===== src/cfl_pkg.sv =====
// Purpose: shared constants and types for the channel fault latch
// Assumes: 250 MHz core clock
// Notes:   one field layout serves condition, enable and latched registers
package cfl_pkg;

  // Bit positions within each 8-bit channel register
  localparam int BIT_VOLTAGE_REGULATING     = 0;
  localparam int BIT_POSITIVE_CURRENT_LIMIT = 1;
  localparam int BIT_NEGATIVE_CURRENT_LIMIT = 2;
  localparam int BIT_EXCESS_VOLTAGE_TRIP    = 3;
  localparam int BIT_THERMAL_TRIP           = 4;
  localparam int BIT_REGULATION_LOST        = 5;
  localparam int BIT_CURRENT_TRIP_FLAG      = 6;
  localparam int BIT_COUPLED_PARAMETER_FLAG = 7;

  localparam int REG_WIDTH = 8;

  // Bits hidden during holdoff
  localparam logic [7:0] HOLDOFF_HIDE_MASK = 8'h27;

  // Reset values
  localparam logic [7:0]  ENABLE_RESET  = 8'h00;
  localparam logic [7:0]  LATCHED_RESET = 8'h00;

  // Holdoff timing: 4 ms tick, 0..8000 ticks (32 s), default 5 ticks (20 ms)
  localparam int CLK_MHZ          = 250;
  localparam int HOLDOFF_STEP_US  = 4000;
  localparam int STEP_CYCLES      = HOLDOFF_STEP_US * CLK_MHZ;
  localparam int HOLDOFF_MAX_MS   = 32000;
  localparam int HOLDOFF_STEP_MS  = 4;
  localparam int HOLDOFF_MAX_STEP = HOLDOFF_MAX_MS / HOLDOFF_STEP_MS;
  localparam int HOLDOFF_DEF_MS   = 20;
  localparam logic [12:0] HOLDOFF_RESET = 13'(HOLDOFF_DEF_MS / HOLDOFF_STEP_MS);

  // One reprogramming command strobe group, per channel
  typedef struct packed {
    logic voltageSetpoint;
    logic currentSetpoint;
    logic excessVoltageClear;
    logic currentTripClear;
    logic outputOnOff;
    logic settingRecall;
  } cfl_cmd_t;

endpackage


===== src/cfl_holdoff_timer.sv =====
// Purpose: one channel's reprogramming holdoff counter
// Assumes: tick is a one-cycle enable every holdoff step
// Notes:   a restart reloads the count; zero duration gives no holdoff
`timescale 1ns/1ps
module cfl_holdoff_timer (
  // Clock and reset
  input  wire logic        core_clk,
  input  wire logic        rst,
  // Control
  input  wire logic        tick,
  input  wire logic        restart,
  input  wire logic [12:0] duration,
  // Status
  output logic             active
);

  logic [12:0] remaining;

  always_ff @(posedge core_clk) begin
    if (rst) begin
      remaining <= 13'h0000;
    end else if (restart) begin
      remaining <= duration;
    end else if (tick && remaining != 13'h0000) begin
      remaining <= remaining - 13'h0001;
    end
  end

  always_ff @(posedge core_clk) begin
    if (rst) begin
      active <= 1'b0;
    end else if (restart) begin
      active <= (duration != 13'h0000);
    end else if (tick && remaining <= 13'h0001) begin
      active <= 1'b0;
    end
  end

endmodule


===== src/cfl_channel_fault_latch.sv =====
// Purpose: per-channel condition, enable and latched fault registers with holdoff
// Assumes: live conditions come from pins; commands and accesses are core_clk strobes
// Notes:   holdoff counts in 4 ms ticks from a shared divider
//
// What this block does
// - Every channel has its own condition, enable and latched registers.
// - Eight bits, bit 7 coupled parameter down to bit 0 voltage regulating.
// - Latched bit sets when condition rises while its enable bit is one.
// - Latched bits set only on a condition or enable change.
// - Newly enabled bit with condition already true sets latched bit.
// - Enable gates only the latch path; condition stays live.
// - Reading latched register returns contents and clears it at once.
// - During holdoff regulation bits hidden from latch and current trip.
// - Holdoff restarts on setpoint, clear, output or recall commands.
// - Holdoff duration programmable 0 to 32 s in 4 ms steps.
// - Holdoff duration defaults to 20 ms after reset.
// - Positive current limit with guard enabled trips the output.
`timescale 1ns/1ps
module cfl_channel_fault_latch #(
  parameter int CHANNELS    = 4,
  parameter int STEP_CYCLES = cfl_pkg::STEP_CYCLES
) (
  // Clock and reset
  input  wire logic                  core_clk,
  input  wire logic                  rst,
  // Live channel conditions from pins, bit 6 replaced internally by the trip state
  input  wire logic [CHANNELS*8-1:0] liveCondition,
  input  wire logic [CHANNELS-1:0]   currentTripGuard,
  // Reprogramming commands, one strobe group per channel
  input  cfl_pkg::cfl_cmd_t [CHANNELS-1:0] cmd,
  // Register access
  input  wire logic [CHANNELS-1:0]   enableWriteEntry,
  input  wire logic [7:0]            enableWriteData,
  input  wire logic [CHANNELS-1:0]   holdoffWrite,
  input  wire logic [12:0]           holdoffDurationSetting,
  input  wire logic [CHANNELS-1:0]   latchedRead,
  // Register contents
  output logic [CHANNELS*8-1:0]      channelCondition,
  output logic [CHANNELS*8-1:0]      channelFaultEnable,
  output logic [CHANNELS*8-1:0]      channelLatchedEvents,
  output logic [CHANNELS*8-1:0]      latchedReadData,
  // Protection
  output logic [CHANNELS-1:0]        currentTripFlag,
  output logic [CHANNELS-1:0]        holdoffActive
);

  localparam int DIV_W = $clog2(STEP_CYCLES);

  // Holdoff length helper, clamped to the 32 s ceiling
  function automatic logic [12:0] clamp_hold(input logic [12:0] v);
    if (v > 13'(cfl_pkg::HOLDOFF_MAX_STEP)) begin
      return 13'(cfl_pkg::HOLDOFF_MAX_STEP);
    end
    return v;
  endfunction

  // Shared 4 ms step divider
  logic [DIV_W-1:0] divCount;
  logic             stepTick;

  always_ff @(posedge core_clk) begin
    if (rst) begin
      divCount <= '0;
      stepTick <= 1'b0;
    end else if (divCount == DIV_W'(STEP_CYCLES - 1)) begin
      divCount <= '0;
      stepTick <= 1'b1;
    end else begin
      divCount <= divCount + 1'b1;
      stepTick <= 1'b0;
    end
  end

  // Pin synchronisers: three stages, change taken when last two agree
  logic [CHANNELS*8-1:0] syncA;
  logic [CHANNELS*8-1:0] syncB;
  logic [CHANNELS*8-1:0] syncC;
  logic [CHANNELS*8-1:0] stableCond;
  logic [CHANNELS-1:0]   guardA;
  logic [CHANNELS-1:0]   guardB;
  logic [CHANNELS-1:0]   guardC;
  logic [CHANNELS-1:0]   stableGuard;

  always_ff @(posedge core_clk) begin
    if (rst) begin
      syncA       <= '0;
      syncB       <= '0;
      syncC       <= '0;
      stableCond  <= '0;
      guardA      <= '0;
      guardB      <= '0;
      guardC      <= '0;
      stableGuard <= '0;
    end else begin
      syncA  <= liveCondition;
      syncB  <= syncA;
      syncC  <= syncB;
      guardA <= currentTripGuard;
      guardB <= guardA;
      guardC <= guardB;
      for (int i = 0; i < CHANNELS * 8; i++) begin
        if (syncB[i] == syncC[i]) begin
          stableCond[i] <= syncC[i];
        end
      end
      for (int j = 0; j < CHANNELS; j++) begin
        if (guardB[j] == guardC[j]) begin
          stableGuard[j] <= guardC[j];
        end
      end
    end
  end

  genvar ch;
  generate
    for (ch = 0; ch < CHANNELS; ch++) begin : g_ch
      logic [12:0] holdDuration;
      logic        restart;
      logic        inHold;
      logic [7:0]  cond;
      logic [7:0]  visible;
      logic [7:0]  prevVisible;
      logic [7:0]  enable;
      logic [7:0]  prevEnable;
      logic [7:0]  latched;
      logic [7:0]  setBits;
      logic        tripped;

      assign restart = |cmd[ch];

      always_ff @(posedge core_clk) begin
        if (rst) begin
          holdDuration <= cfl_pkg::HOLDOFF_RESET;
        end else if (holdoffWrite[ch]) begin
          holdDuration <= clamp_hold(holdoffDurationSetting);
        end
      end

      cfl_holdoff_timer u_hold (
        .core_clk (core_clk),
        .rst      (rst),
        .tick     (stepTick),
        .restart  (restart),
        .duration (holdDuration),
        .active   (inHold)
      );

      // bit order; current trip bit from own trip state
      always_comb begin
        cond = stableCond[ch*8 +: 8];
        cond[cfl_pkg::BIT_CURRENT_TRIP_FLAG] = tripped;
      end

      assign visible = inHold ? (cond & ~cfl_pkg::HOLDOFF_HIDE_MASK) : cond;

      always_ff @(posedge core_clk) begin
        if (rst) begin
          tripped <= 1'b0;
        end else if (stableGuard[ch] && visible[cfl_pkg::BIT_POSITIVE_CURRENT_LIMIT]) begin
          // Set wins: a clear while the limit still shows keeps the output off
          tripped <= 1'b1;
        end else if (cmd[ch].currentTripClear) begin
          tripped <= 1'b0;
        end
      end

      always_ff @(posedge core_clk) begin
        if (rst) begin
          enable <= cfl_pkg::ENABLE_RESET;
        end else if (enableWriteEntry[ch]) begin
          enable <= enableWriteData;
        end
      end

      always_ff @(posedge core_clk) begin
        if (rst) begin
          prevVisible <= '0;
          prevEnable  <= cfl_pkg::ENABLE_RESET;
        end else begin
          prevVisible <= visible;
          prevEnable  <= enable;
        end
      end

      // edges only; enable gates latch path only
      assign setBits = enable & visible & (~prevVisible | ~prevEnable);

      // clear on read, new event wins
      always_ff @(posedge core_clk) begin
        if (rst) begin
          latched <= cfl_pkg::LATCHED_RESET;
        end else if (latchedRead[ch]) begin
          latched <= setBits;
        end else begin
          latched <= latched | setBits;
        end
      end

      always_ff @(posedge core_clk) begin
        if (rst) begin
          latchedReadData[ch*8 +: 8] <= '0;
        end else if (latchedRead[ch]) begin
          latchedReadData[ch*8 +: 8] <= latched;
        end
      end

      always_ff @(posedge core_clk) begin
        if (rst) begin
          channelCondition[ch*8 +: 8]     <= '0;
          channelFaultEnable[ch*8 +: 8]   <= cfl_pkg::ENABLE_RESET;
          channelLatchedEvents[ch*8 +: 8] <= cfl_pkg::LATCHED_RESET;
          currentTripFlag[ch]             <= 1'b0;
          holdoffActive[ch]               <= 1'b0;
        end else begin
          channelCondition[ch*8 +: 8]     <= cond;
          channelFaultEnable[ch*8 +: 8]   <= enable;
          channelLatchedEvents[ch*8 +: 8] <= latched;
          currentTripFlag[ch]             <= tripped;
          holdoffActive[ch]               <= inHold;
        end
      end
    end
  endgenerate

endmodule


===== config.mk =====
export PLATFORM = sky130hd
export DESIGN_NAME = cfl_channel_fault_latch
export DESIGN_NICKNAME = d
export VERILOG_FILES = /design/src/cfl_pkg.sv /design/src/cfl_holdoff_timer.sv /design/src/cfl_channel_fault_latch.sv
export SDC_FILE = /design/constraint.sdc
export NUM_CORES = 1
export LEC_CHECK = 0
export BUFFER_PORTS_ARGS = -buffer_cell sky130_fd_sc_hd__buf_2
export CAP_MARGIN = 5
export CORE_MARGIN = 2
export CORE_UTILIZATION = 25
export CTS_CLUSTER_DIAMETER = 200
export DETAILED_ROUTE_END_ITERATION = 16
export GPL_ROUTABILITY_DRIVEN = 0
export PLACE_DENSITY = 0.37
export SYNTH_ARGS = -nofsm -noshare
export SYNTH_HDL_FRONTEND = slang
export SYNTH_SLANG_ARGS = --single-unit

===== constraint.sdc =====
create_clock -name core_clk -period 4.63 [get_ports core_clk]
set_input_delay 0.2315 -clock core_clk [delete_from_list [all_inputs] [get_ports core_clk]]
set_output_delay 0.2315 -clock core_clk [all_outputs]
set_load 0.01 [all_outputs]

==> After elaboration in Yosys (flattened, before gate mapping) <==
Cells that the tools add are included.
W data, S select, Z words.
{ "totals": {"register_bits": 505, "inputBits": 95, "output_inout_bits": 136} }
{ "classes": {"n_addsub": 5, "magnitude_cmp": 5, "eq_ne": 33, "mux": 47, "bitwise": 24, "reduce_logical": 37} }
{ "ops": {"columns": ["op", "count"], "rows": [
  ["$mux W13", 13],
  ["$reduce_bool A13 Y1", 8],
  ["$and A8 B8 Y8", 8],
  ["$not A8 Y8", 8],
  ["$or A8 B8 Y8", 8],
  ["$le A13 B1 Y1 const B", 4],
  ["$sub A13 B1 Y13 const B", 4],
  ["$eq A1 B1 Y1", 32],
  ["$mux W8", 4],
  ["$mux W1", 26],
  ["$mux W6", 4],
  ["$reduce_bool A2 Y1", 12],
  ["$reduce_or A6 Y1", 4],
  ["$add A20 B1 Y20 const B", 1],
  ["$eq A20 B20 Y1 const B", 1],
  ["$gt A13 B13 Y1 const B", 1],
  ["$logic_and A1 B1 Y1", 12],
  ["$reduce_or A2 Y1", 1]
]} }

==> Logic depth before layout (Yosys ltp) <==
Gate-level depths: netlist of run 1.
{ "logic_depth": {"ltp_word": 5, "ltp_mapped": 8, "depth_no_buf": 7} }

==> By module <==
A second synthesis of run 1 with hierarchy kept.
{ "hier_totals": {"cells_unflattened": 1657, "hier_area_um2": 17067.6} }
{ "by_module_without_submodules": {"columns": ["module", "instances", "cells_each", "area_per_inst_um2", "seq_area_each_um2"], "rows": [
  ["cfl_channel_fault_latch", 1, 1228, 13360.3, 8348.0],
  ["cfl_holdoff_timer at g_ch[1].u_hold ...", 3, 107, 934.6, 280.3],
  ["cfl_holdoff_timer at g_ch[0].u_hold", 1, 108, 903.4, 280.3]
]} }

==> Least setup slack after synthesis of run 1 <==
No wires, ideal clock.
{ "synth_timing": {"path_type": "flip-flop to flip-flop", "startpoint": "register g_ch[1].u_hold.remaining[4]", "endpoint": "register g_ch[1].u_hold.remaining[1]", "setup_time_ps": 86, "t_arrival_ps": 2115, "setup_slack_ps": 2430, "path_stages_with_launch": 7, "n_path_buf": 1, "period_less_slack_ps": 2200, "cell_sequence": "dfxtp_1 or4_1 buf_2 nor4_4 nand2b_1 mux2_2 a211oi_1"} }
{ "synth_via": {"elab_chain_len": 3} }
{ "synth_lines": {"columns": ["item", "line_no", "text"], "rows": [
  ["from (decl)", "cfl_holdoff_timer.sv:17", "logic [12:0] remaining;"],
  ["from (signal assigned)", "cfl_holdoff_timer.sv:23", "remaining <= duration;"],
  ["from (signal assigned)", "cfl_holdoff_timer.sv:25", "remaining <= remaining - 13'h0001;"],
  ["$reduce_bool A13 Y1", "cfl_holdoff_timer.sv:24", "end else if (tick && remaining != 13'h0000) begin"],
  ["$logic_and A1 B1 Y1", "cfl_holdoff_timer.sv:24", null],
  ["$reduce_bool A2 Y1 (no line)", null, null]
]} }
No other way between the ends.
A chain may end at the register's enable or synchronous reset.

==> Worst setup path after layout of run 1 <==
Same ends and word-level chain as after synthesis.

==> summary.txt, run 1 <==
Power and ir drop
  – Internal power: 6.95 mW
  – Sequential power share: a little under half
  – Part of the power in combinational logic: under 10%
  – Switching Fraction: 23.6%
  – Clock share of power: a little under half
  – Pwr Total: between 9 and 10 mW
  – Sw power: roughly 2.2 mW
  – Pleak: just over 8 nW
  – Cell Pwr Density: roughly 440 nW/um^2
  – Maximum VDD drop: 0.260 mV

Finish
  – Post-route non-filler standard cell count: about 2800
  – Layout Nets: 1973
  – Most common cell after layout, fill and taps aside: dfxtp_1
  – Share of layout cells above drive strength 1: between 10% and 20%
  – Commonest non-fill, non-tap cells in the layout: dfxtp_1, buf_2, nor2b_1
  – Fill cells: between 6000 and 7000
  – Syn-to-layout area delta: 25.2%

CTS
  – Latest clock arrival within the worst-skew pair: between 0.6 and 0.7 ns
  – CTS tree: yes
  – Clk pin slew, worst setup/hold paths: about 0.060 ns
  – Clk Tree Root Cell: clkbuf_16
  – CTS sink count: ~470
  – CTS buffer count: 54
  – H-Tree Level Count: 2
  – Max clock buf depth: 3

STA
  – Hold Worst Slack: approximately 0.042 ns
  – Final Hold Fails: 0
  – Worst slew pin tran: between 1 and 1.5 ns
  – PnR worst setup slack: between 2 and 2.5 ns
  – Setup TNS: 0 ns
  – Slew HR: between 30% and 40%
  – Unrepaired setup endpoints after global routing: false
  – Period Utilization, post-route: a little over half
  – Skew final: between 0.02 and 0.025 ns
  – Fmax: between 0.4 and 0.5 GHz
  – # setup viols final: 0
  – Fin crit period: ~2.5 ns
  – Slew Viols, Final: 0

Synthesis
  – Area share of the largest cell type after synthesis: 57.0%
  – Area of the mapped netlist: ~17000 sq um
  – Post-synth cell types: a little over 60
  – Main flop type after synthesis: dfxtp_1
  – Syn avg cell area: 10.2 sq um
  – Seq/Total Area, Yosys: between 50% and 60%
  – Synthesized net count: between 1500 and 2000
  – Yosys warns: 0
  – #FFs+latches synth: between 400 and 500
  – Largest area contributor in the synthesized netlist: dfxtp_1
  – Post-synth EDFFs: 0
  – Async SR Flop Fraction: 0%
  – Syn Inst Count: between 1500 and 2000
  – Largest cells by area after synthesis: dfxtp_1, nor2b_1, mux2i_1

Drt
  – DRC viols: 0
  – Wirelength per Cell: 16.5 microns
  – Vias: ~12000
  – Antenna Violating Nets Remaining: 0
  – Vias per std cell: 4.35
  – Initial DRC count: approximately 600
  – Post-Route WL: 45.8 mm
  – First-pass iteration count of the detailed router: 4

Place
  – Placement Setup Slack: ~2.1 ns
  – Placed cell count: roughly 2600
  – # port buffers: about 230
  – Final HPWL DP: roughly 32 mm

Critical path
  – Crit. End Element: register
  – Crit Path Class: register to register
  – Number of cells on the critical path: 5
  – Crit path max-delay cell type: or4_1
  – Critical Path AT: approximately 3.0 ns
  – Worst path bufs/invs: 0
  – Crit-path max cell delay: 0.69 ns
  – CP Data Required Time: roughly 5 ns
  – Reg-to-Reg Start: g_ch[1].u_hold.remaining[4]$_SDFFE_PP0P_
  – Worst path top cell family by delay: simple AND/OR/NAND/NOR gates
  – Worst-path cell chain: or4_1 -> nor4_4 -> nand2b_1 -> mux2_2 -> a211oi_1
  – Register-to-Register Path Depth: 5
  – Reg-to-reg slack, setup: between 2 and 2.5 ns
  – RR Endpoint: g_ch[1].u_hold.remaining[1]$_SDFFE_PP0P_
  – Worst Path Max Fanout: 10
  – Worst setup SP type: register

Floorplan
  – IO Pins: about 230
  – Core region area: 65700 sq um
  – Die H: between 200 and 300 microns
  – Row Count: 94
  – Die ar.: about 69000 sq um
  – Die X: ~260 microns
  – Initial Util: ~25%

GRT
  – Largest net degree at the start of global routing: about 110
  – Initial antenna violation count: 3
  – Vias in the first global route: between 10000 and 15000
  – GR Util All Layers: a little over an eighth
  – First-pass GRT wire length: 70.8 mm
  – Gr ovfl total: 0

Hold path
  – Hold Path Class: input pin to register
  – Hold path cells: 3
  – Min-delay src: holdoffDurationSetting[9]
  – Hold Crit Endpoint: g_ch[0].holdDuration[9]$_SDFFE_PP0P_

Status
  – Status: complete, no violations

Run
  – Number of max-cap violations: 0
kinds of logic after synthesis:
| group | synth area share (%) |
|---|---|
| adder cells (fa/ha/maj) | 0.979 |
| XOR/XNOR | 2.32 |
| multiplexers | 5.73 |
| AND/OR/NAND/NOR | 21.1 |
| AO/OA/AOI/OAI | 9.67 |
| buffers and inverters | 3.16 |
| flip-flops | 57.0 |
power by group through the flow:
stage / sequential [mW] / clock [mW] / combinational, mW
2_1_floorplan: 4.34 / 0 / 0.306
3_3_place_gp: 4.37 / 0 / 0.471
3_5_place_dp: 4.37 / 0 / 0.474
4_1_cts: 4.28 / 4.52 / 0.509
5_1_grt: 4.29 / 4.66 / 0.556
6_report: 4.28 / 4.33 / 0.495
synthesized netlist by cell type, types with 20 or more instances:
master,instances
nor4_1,28
o21ai_0,47
a211oi_1,34
nand3_1,28
clkbuf_1,70
nor2_1,188
nand2_1,87
xnor2_1,27
dfxtp_1,473
a21oi_1,54
a32o_1,32
nand2b_1,21
buf_4,20
nor2b_1,208
mux2i_1,94
worst register-to-register path: cells and delay by family (launching register included):
family / cells / cell delay (ns)
simple gates: 3 / 1.46
flops: 1 / 0.35
mux: 1 / 0.35
compound gates: 1 / 0.23
state kept, by name, summed over array words and instances, names as in the netlist, 16 cells and up:
register               cells
g_ch.enable               32
channelLatchedEvents      32
g_ch.latched              32
channelCondition          16
g_ch.prevVisible          32
syncA                     28
syncB                     28
channelFaultEnable        32
latchedReadData           32
syncC                     28
g_ch.u_hold.remaining     52
g_ch.holdDuration         52
divCount                  20
stableCond                28
metrics by stage:
stage / area (sq um) / utilization [%]
6_report: 20800 / 31.6
5_1_grt: 20800 / 31.6
4_1_cts: 20800 / 31.6
3_3_place_gp: 18500 / 28.1
2_1_floorplan: 16600 / -
3_5_place_dp: 18500 / 28.1
layout make-up:
class,instances,area (sq um),area share (%)
clock inverter,19,267,1.28
clock buffer,80,1550,7.45
tap,864,1080,5.20
sequential,473,9470,45.5
timing repair buffer,287,1730,8.32
multi-input combinational,1032,6620,31.9
antenna,4,10.0,0.0481
inverter,17,63.8,0.307
per-layer routing:
layer | GRT usage [%] | up-vias | share of wire, %
met2 | 21.9 | 178 | 47
met4 | 4.17 | 2 | 2.3
met5 | 0 | - | 0.028
li1 | - | 6072 | -
met1 | 17.2 | 5744 | 46
met3 | 3.14 | 82 | 4.7
repair_timing:
action	4_1_cts	5_1_grt
buffers inserted	0	0
hold buffers	47	0
hold endpoints to repair	75	0
gates resized for setup	0	0
worst max path at each step:
| stage | from | end | slack (ns) |
|---|---|---|---|
| 3_3_place_gp | g_ch[1].u_hold.remaining[4]$_SDFFE_PP0P_ | g_ch[1].u_hold.remaining[1]$_SDFFE_PP0P_ | 2.20 |
| 6_report | g_ch[1].u_hold.remaining[4]$_SDFFE_PP0P_ | g_ch[1].u_hold.remaining[1]$_SDFFE_PP0P_ | 2.15 |
| 4_1_cts | g_ch[1].u_hold.remaining[4]$_SDFFE_PP0P_ | g_ch[1].u_hold.remaining[1]$_SDFFE_PP0P_ | 2.12 |
| 2_1_floorplan | g_ch[1].u_hold.remaining[4]$_SDFFE_PP0P_ | g_ch[1].u_hold.remaining[1]$_SDFFE_PP0P_ | 2.43 |
| 3_5_place_dp | g_ch[1].u_hold.remaining[4]$_SDFFE_PP0P_ | g_ch[1].u_hold.remaining[1]$_SDFFE_PP0P_ | 2.14 |
| 5_1_grt | g_ch[1].u_hold.remaining[4]$_SDFFE_PP0P_ | g_ch[1].u_hold.remaining[1]$_SDFFE_PP0P_ | 1.99 |
Note: power is estimated with default switching activity, not from simulation.
==> run 2, diff against run 1 <==
Settings changed: PLACE_DENSITY 0.37 to 0.39.
Clock period 4.63 ns to 2.2 ns, I/O delays scaled along.
==> run 2 against run 1 <==
Against the previous run:
- sequential share of layout area shrank 1.4 points
- highest routed layer is now met4
- power is 110% higher
- fmax increased by 16%
- critical endpoint unchanged
- non-clock buffer count up 60
- global-route usage down 0.064 points
- sequential power rose by 110%
- worst hold slack better by 0.016 ns
- worst setup slack got worse by 2.1 ns
- clock-buffer cell count down 3
- register-to-register slack got worse by 2.1 ns
- clock skew down 0.00054 ns
==> summary.txt, run 2 (synthesis gave the netlist of run 1 again) <==
Critical path
  – Reg-to-reg slack, setup: 0.06 ns (-2.10 ns)
  – Crit Path Class: register to register
  – Critical Path AT: 2.65 ns (-0.35 ns)
  – Worst-path cell chain: inv_2 -> ha_2 -> or3b_4 -> nor4_4 -> nand2b_4 -> mux2_2 -> a211oi_2
  – Crit. End Element: register
  – Reg-to-Reg Start: g_ch[1].u_hold.remaining[0]$_SDFFE_PP0P_
  – Crit-path max cell delay: 0.39 ns (-0.30 ns)
  – RR Endpoint: g_ch[1].u_hold.remaining[1]$_SDFFE_PP0P_
  – Crit path max-delay cell type: or3b_4
  – Worst setup SP type: register
  – Worst path bufs/invs: 1 (+1)
  – Worst Path Max Fanout: 4 (-6)
  – CP Data Required Time: 2.71 ns (-2.44 ns)
  – Number of cells on the critical path: 7 (+2)
  – Register-to-Register Path Depth: 7 (+2)
  – Worst path top cell family by delay: simple AND/OR/NAND/NOR gates
  – Worst Setup SP: g_ch[1].u_hold.remaining[0]$_SDFFE_PP0P_

Hold path
  – Hold Crit Endpoint: latchedReadData[20]$_SDFFE_PP0P_
  – Hold Path Class: input pin to register
  – Min-delay src: latchedRead[2]
  – Hold path cells: 3 (unchanged)

Finish
  – Top Registers: g_ch.holdDuration x52, g_ch.u_hold.remaining x52
  – Commonest non-fill, non-tap cells in the layout: dfxtp_1, buf_2, nor2b_1
  – Post-route non-filler standard cell count: 2829 (+1.9%)
  – Antenna diodes: 0 (-4)
  – Syn-to-layout area delta: 29.0%
  – Most common cell after layout, fill and taps aside: dfxtp_1
  – Share of layout cells above drive strength 1: 19.9% (+1.4 points)
  – Layout Nets: 2033 (+3.0%)

STA
  – PnR worst setup slack: 0.0553 ns (-2.10 ns)
  – Worst slew pin tran: 0.763 ns (-0.238 ns)
  – Hold Worst Slack: 0.0582 ns (+0.0162 ns)
  – # setup viols final: 0 (unchanged)
  – Fmax: 0.466 GHz (+16%)
  – Period Utilization, post-route: 97.5% (+44 points)
  – Slew Viols, Final: 0 (unchanged)
  – Fin crit period: 2.14 ns (-0.333 ns)
  – Slew HR: 49.0% (+16 points)
  – Unrepaired setup endpoints after global routing: true
  – Skew final: 0.0229 ns (-0.000538 ns)
  – Final Hold Fails: 0 (unchanged)

CTS
  – CTS buffer count: 54 (unchanged)
  – Max clock buf depth: 3 (unchanged)
  – CTS sink count: 473 (unchanged)
  – Clk pin slew, worst setup/hold paths: 0.06 ns (about the same)
  – Number of post-CTS setup repair buffers: 0 (unchanged)
  – Latest clock arrival within the worst-skew pair: 0.61 ns (about the same)
  – CTS tree: yes
  – Clk Tree Root Cell: clkbuf_16
  – H-Tree Level Count: 2 (unchanged)

Status
  – Status: complete, no violations

Place
  – Placement Setup Slack: 0.0637 ns (-2.08 ns)
  – Final HPWL DP: 32.1 mm (+1.3%)
  – Placed cell count: 2653 (+1.0%)
  – # port buffers: 226 (unchanged)

Floorplan
  – IO Pins: 231 (unchanged)
  – Die H: 262 microns (unchanged)
  – Die ar.: 68500 sq um (unchanged)
  – Die X: 262 microns (unchanged)
  – Row Count: 94 (unchanged)
  – Core region area: 65700 sq um (unchanged)
  – Initial Util: 25.3% (unchanged)

GRT
  – Vias in the first global route: 12200 (+2.8%)
  – GR Util All Layers: 13.2% (-0.064 points)
  – Largest net degree at the start of global routing: 117 (+7.3%)
  – Initial antenna violation count: 4 (+1)
  – First-pass GRT wire length: 70.3 mm (-0.64%)
  – Gr ovfl total: 0 (unchanged)

Drt
  – First-pass iteration count of the detailed router: 4 (unchanged)
  – Antenna Violating Nets Remaining: 0 (unchanged)
  – Wirelength per Cell: 16.3 microns (-0.97%)
  – Vias per std cell: 4.36 (+0.30%)
  – Post-Route WL: 46.2 mm (+0.92%)
  – DRC viols: 0 (unchanged)
  – Initial DRC count: 477 (-20%)
  – Vias: 12300 (+2.2%)

Power and ir drop
  – Cell Pwr Density: 893 nW/um^2 (+100%)
  – Pleak: 8.59 nW (+3.6%)
  – Maximum VDD drop: 0.584 mV (+120%)

Run
  – Number of max-cap violations: 0 (unchanged)
[run 2: changes by cell type in the layout (fill, tap and decap cells not counted), moves of 3 or more]
cell | before | now
buf_12 | 1 | 7
buf_4 | 13 | 34
clkbuf_1 | 16 | 13
diode_2 | 4 | 0
dlygate4sd3_1 | 47 | 80
or4_1 | 15 | 11
or4_4 | 3 | 7
[run 2: worst reg2reg max path, cell delays in order (launching register included)]
cell and delay (ns):
dfxtp_1 0.35, inv_2 0.09, ha_2 0.18, or3b_4 0.39
nor4_4 0.30, nand2b_4 0.19, mux2_2 0.34, a211oi_2 0.22
[run 2: through the flow]
step           instance area (sq um)  TNS, ns  power, mW  utilization, %
2_1_floorplan                  16600        0       9.78               -
3_5_place_dp                   18800        0       10.2            28.6
3_3_place_gp                   18800        0       10.2            28.6
6_report                       21400        0       19.1            32.6
4_1_cts                        21400        0       19.5            32.5
5_1_grt                        21400  -0.0379       20.0            32.6
[run 2: layout make-up]
cell class	count	area, sq um
sequential	473	9470
clock inverter	19	249
inverter	17	63.8
clock buffer	77	1540
timing repair buffer	347	2340
tap	864	1080
multi-input combinational	1032	6690
fill	6817	44300
[run 2: metal layers]
metal,GRT usage [%],vias up,part of all wire (%)
met5,0,-,0
met4,3.90,0,2.0
met3,3.85,56,6.3
met2,21.7,229,46
met1,16.8,5898,45
li1,-,6163,-
[run 2: timing repair]
item	4_1_cts	5_1_grt
hold buffers	80	0
resized for setup	0	10
endpoints found under the hold margin	174	0
setup endpoints to repair	0	12
[run 2: where the power goes]
| part | internal [mW] | switching [mW] | total [mW] |
|---|---|---|---|
| clock | 5.33 | 3.63 | 8.97 |
| sequential | 8.82 | 0.177 | 9.00 |
| combinational | 0.532 | 0.634 | 1.17 |
[run 2: worst max-delay path by stage]
stage | end | slack [ns]
finish | g_ch[1].u_hold.remaining[1]$_SDFFE_PP0P_ | 0.06
global route | g_ch[1].u_hold.remaining[1]$_SDFFE_PP0P_ | -0.04
CTS | g_ch[1].u_hold.remaining[1]$_SDFFE_PP0P_ | 0.05
detailed placement | g_ch[2].u_hold.remaining[11]$_SDFFE_PP0P_ | 0.06
global placement | g_ch[2].u_hold.remaining[1]$_SDFFE_PP0P_ | 0.1
floorplan | g_ch[1].u_hold.remaining[1]$_SDFFE_PP0P_ | 0.007
==> run 3, diff against run 2 <==
Settings changed: RECOVER_POWER set to 100.
==> run 3 against run 2 <==
Against the previous run:
- clock power about the same
- combinational power is essentially flat
- clock-buffer cell count did not move
- critical endpoint unchanged
- largest cell class unchanged
- largest power group unchanged
- highest routed layer unchanged
==> summary.txt, run 3 (synthesis gave the netlist of run 1 again) <==
Drt
  – Wirelength per Cell: 16.3 microns (-0.11%)
  – Initial DRC count: 458 (-4.0%)
  – Vias: 12300 (-0.27%)
  – DRC viols: 0 (unchanged)
  – Vias per std cell: 4.35 (-0.27%)
  – Antenna Violating Nets Remaining: 0 (unchanged)
  – First-pass iteration count of the detailed router: 4 (unchanged)
  – Post-Route WL: 46.1 mm (-0.11%)

GRT
  – Grt peak-use layer: met2
  – Initial antenna violation count: 4 (unchanged)
  – Largest net degree at the start of global routing: 117 (unchanged)
  – GRT met1 Usage: 16.8% (unchanged)
  – GR met2 Demand/Resource: 21.7% (unchanged)
  – First-pass GRT wire length: 70.3 mm (unchanged)
  – Met3 usage in global routing: 3.85% (unchanged)
  – GR Util All Layers: 13.2% (unchanged)
  – Vias in the first global route: 12200 (unchanged)
  – Gr ovfl total: 0 (unchanged)

Place
  – Final HPWL DP: 32.1 mm (unchanged)
  – # port buffers: 226 (unchanged)
  – Placement Setup Slack: 0.0637 ns (unchanged)
  – Placed cell count: 2653 (unchanged)

Critical path
  – Crit. End Element: register
  – CP Data Required Time: 2.71 ns (about the same)
  – Worst-path cell chain: inv_2 -> ha_2 -> or3b_4 -> nor4_4 -> nand2b_4 -> mux2_2 -> a211oi_2
  – Crit-path max cell delay: 0.39 ns (about the same)
  – Worst path top cell family by delay: simple AND/OR/NAND/NOR gates
  – Worst path bufs/invs: 1 (unchanged)
  – Crit Path Class: register to register
  – Crit path max-delay cell type: or3b_4
  – Worst Path Max Fanout: 4 (unchanged)
  – Worst setup SP type: register
  – Critical Path AT: 2.64 ns (about the same)

Floorplan
  – Die ar.: 68500 sq um (unchanged)
  – IO Pins: 231 (unchanged)
  – Die X: 262 microns (unchanged)
  – Core region area: 65700 sq um (unchanged)
  – Die H: 262 microns (unchanged)
  – Row Count: 94 (unchanged)
  – Initial Util: 25.3% (unchanged)

Finish
  – Fill cells: 6825 (+0.12%)
  – Most common cell after layout, fill and taps aside: dfxtp_1
  – Top Registers: g_ch.holdDuration x52, g_ch.u_hold.remaining x52
  – Commonest non-fill, non-tap cells in the layout: dfxtp_1, nor2b_1, buf_2
  – Register area: 9470 sq um (unchanged)
  – Post-route non-filler standard cell count: 2829 (unchanged)
  – Syn-to-layout area delta: 28.7%
  – Layout Nets: 2033 (unchanged)
  – Share of layout cells above drive strength 1: 18.3% (-1.6 points)
  – Multi-input gate area: 6690 sq um (unchanged)
  – Antenna diodes: 0 (unchanged)

CTS
  – CTS tree: yes
  – Max clock buf depth: 3 (unchanged)
  – Clk pin slew, worst setup/hold paths: 0.06 ns (about the same)
  – Number of post-CTS setup repair buffers: 0 (unchanged)
  – H-Tree Level Count: 2 (unchanged)
  – CTS sink count: 473 (unchanged)
  – Latest clock arrival within the worst-skew pair: 0.61 ns (about the same)
  – CTS buffer count: 54 (unchanged)
  – Clk Tree Root Cell: clkbuf_16

STA
  – Fin crit period: 2.13 ns (-0.0111 ns)
  – Setup TNS: 0 ns (unchanged)
  – Final Hold Fails: 0 (unchanged)
  – Skew final: 0.0224 ns (-0.000516 ns)
  – Slew HR: 9.04% (-40 points)
  – Fmax: 0.469 GHz (+0.52%)
  – Slew Viols, Final: 0 (unchanged)
  – # setup viols final: 0 (unchanged)
  – PnR worst setup slack: 0.0664 ns (+0.0111 ns)
  – Unrepaired setup endpoints after global routing: true
  – Worst slew pin tran: 1.36 ns (+0.602 ns)
  – Period Utilization, post-route: 97.0% (-0.50 points)

Power and ir drop
  – Cell Pwr Density: 894 nW/um^2 (+0.19%)
  – Maximum VDD drop: 0.582 mV (-0.38%)
  – Pleak: 8.44 nW (-1.7%)

Hold path
  – Hold Path Class: input pin to register

Status
  – Status: complete, no violations

Run
  – Number of max-cap violations: 0 (unchanged)
[run 3: worst register-to-register path, delay by kind of cell, from the launching register on]
| kind | cells | cell delay [ns] |
|---|---|---|
| AO/OA/AOI/OAI | 1 | 0.22 |
| adder cells (fa/ha/maj) | 1 | 0.19 |
| buffers and inverters | 1 | 0.10 |
| flip-flops | 1 | 0.35 |
| multiplexers | 1 | 0.34 |
| AND/OR/NAND/NOR | 3 | 0.87 |
[run 3: layout make-up]
class	count	area share, %
Clock inverter	19	1.16
Tap cell	864	5.06
Inverter	17	0.299
Multi-Input combinational cell	1032	31.3
Clock buffer	77	7.19
Timing Repair Buffer	347	10.7
Sequential cell	473	44.3
[run 3: report_power, final]
part	internal (mW)	switching, mW	total (mW)
Sequential	8.82	0.177	9.00
Clock	5.33	3.63	8.96
Combinational	0.527	0.633	1.16
[run 3: per-layer routing]
layer / part of all wire (%) / routed length [microns]
met1: 45 / 20900
met2: 47 / 21500
met3: 6.0 / 2750
met4: 2.0 / 928
met5: 0 / 0
[run 3: path summary, 6_finish.rpt]
kind	start	to	slack (ns)	depth (start not counted)
setup / recovery	g_ch[1].u_hold.remaining[0]$_SDFFE_PP0P_	g_ch[1].u_hold.remaining[1]$_SDFFE_PP0P_	0.07	7
hold / removal	latchedRead[2]	latchedReadData[20]$_SDFFE_PP0P_	0.06	3
setup reg to reg	g_ch[1].u_hold.remaining[0]$_SDFFE_PP0P_	g_ch[1].u_hold.remaining[1]$_SDFFE_PP0P_	0.07	7
hold reg to reg	syncA[24]$_SDFF_PP0_	syncB[24]$_SDFF_PP0_	0.43	1
[run 3: stage by stage]
step	util, %	total power [mW]	cell area (sq um)	hold slack [ns]
floorplan	-	9.78	16600	0.238
global placement	28.6	10.2	18800	0.322
detailed placement	28.6	10.2	18800	0.327
CTS	32.5	19.5	21400	0.0201
global route	32.5	20.0	21400	0.0504
finish	32.5	19.1	21400	0.0551
[run 3: repair_timing]
item	in CTS	in global routing
hold endpoints to repair	174	0
gates resized for setup	0	10
hold buffers	80	0
setup endpoints to repair	0	12
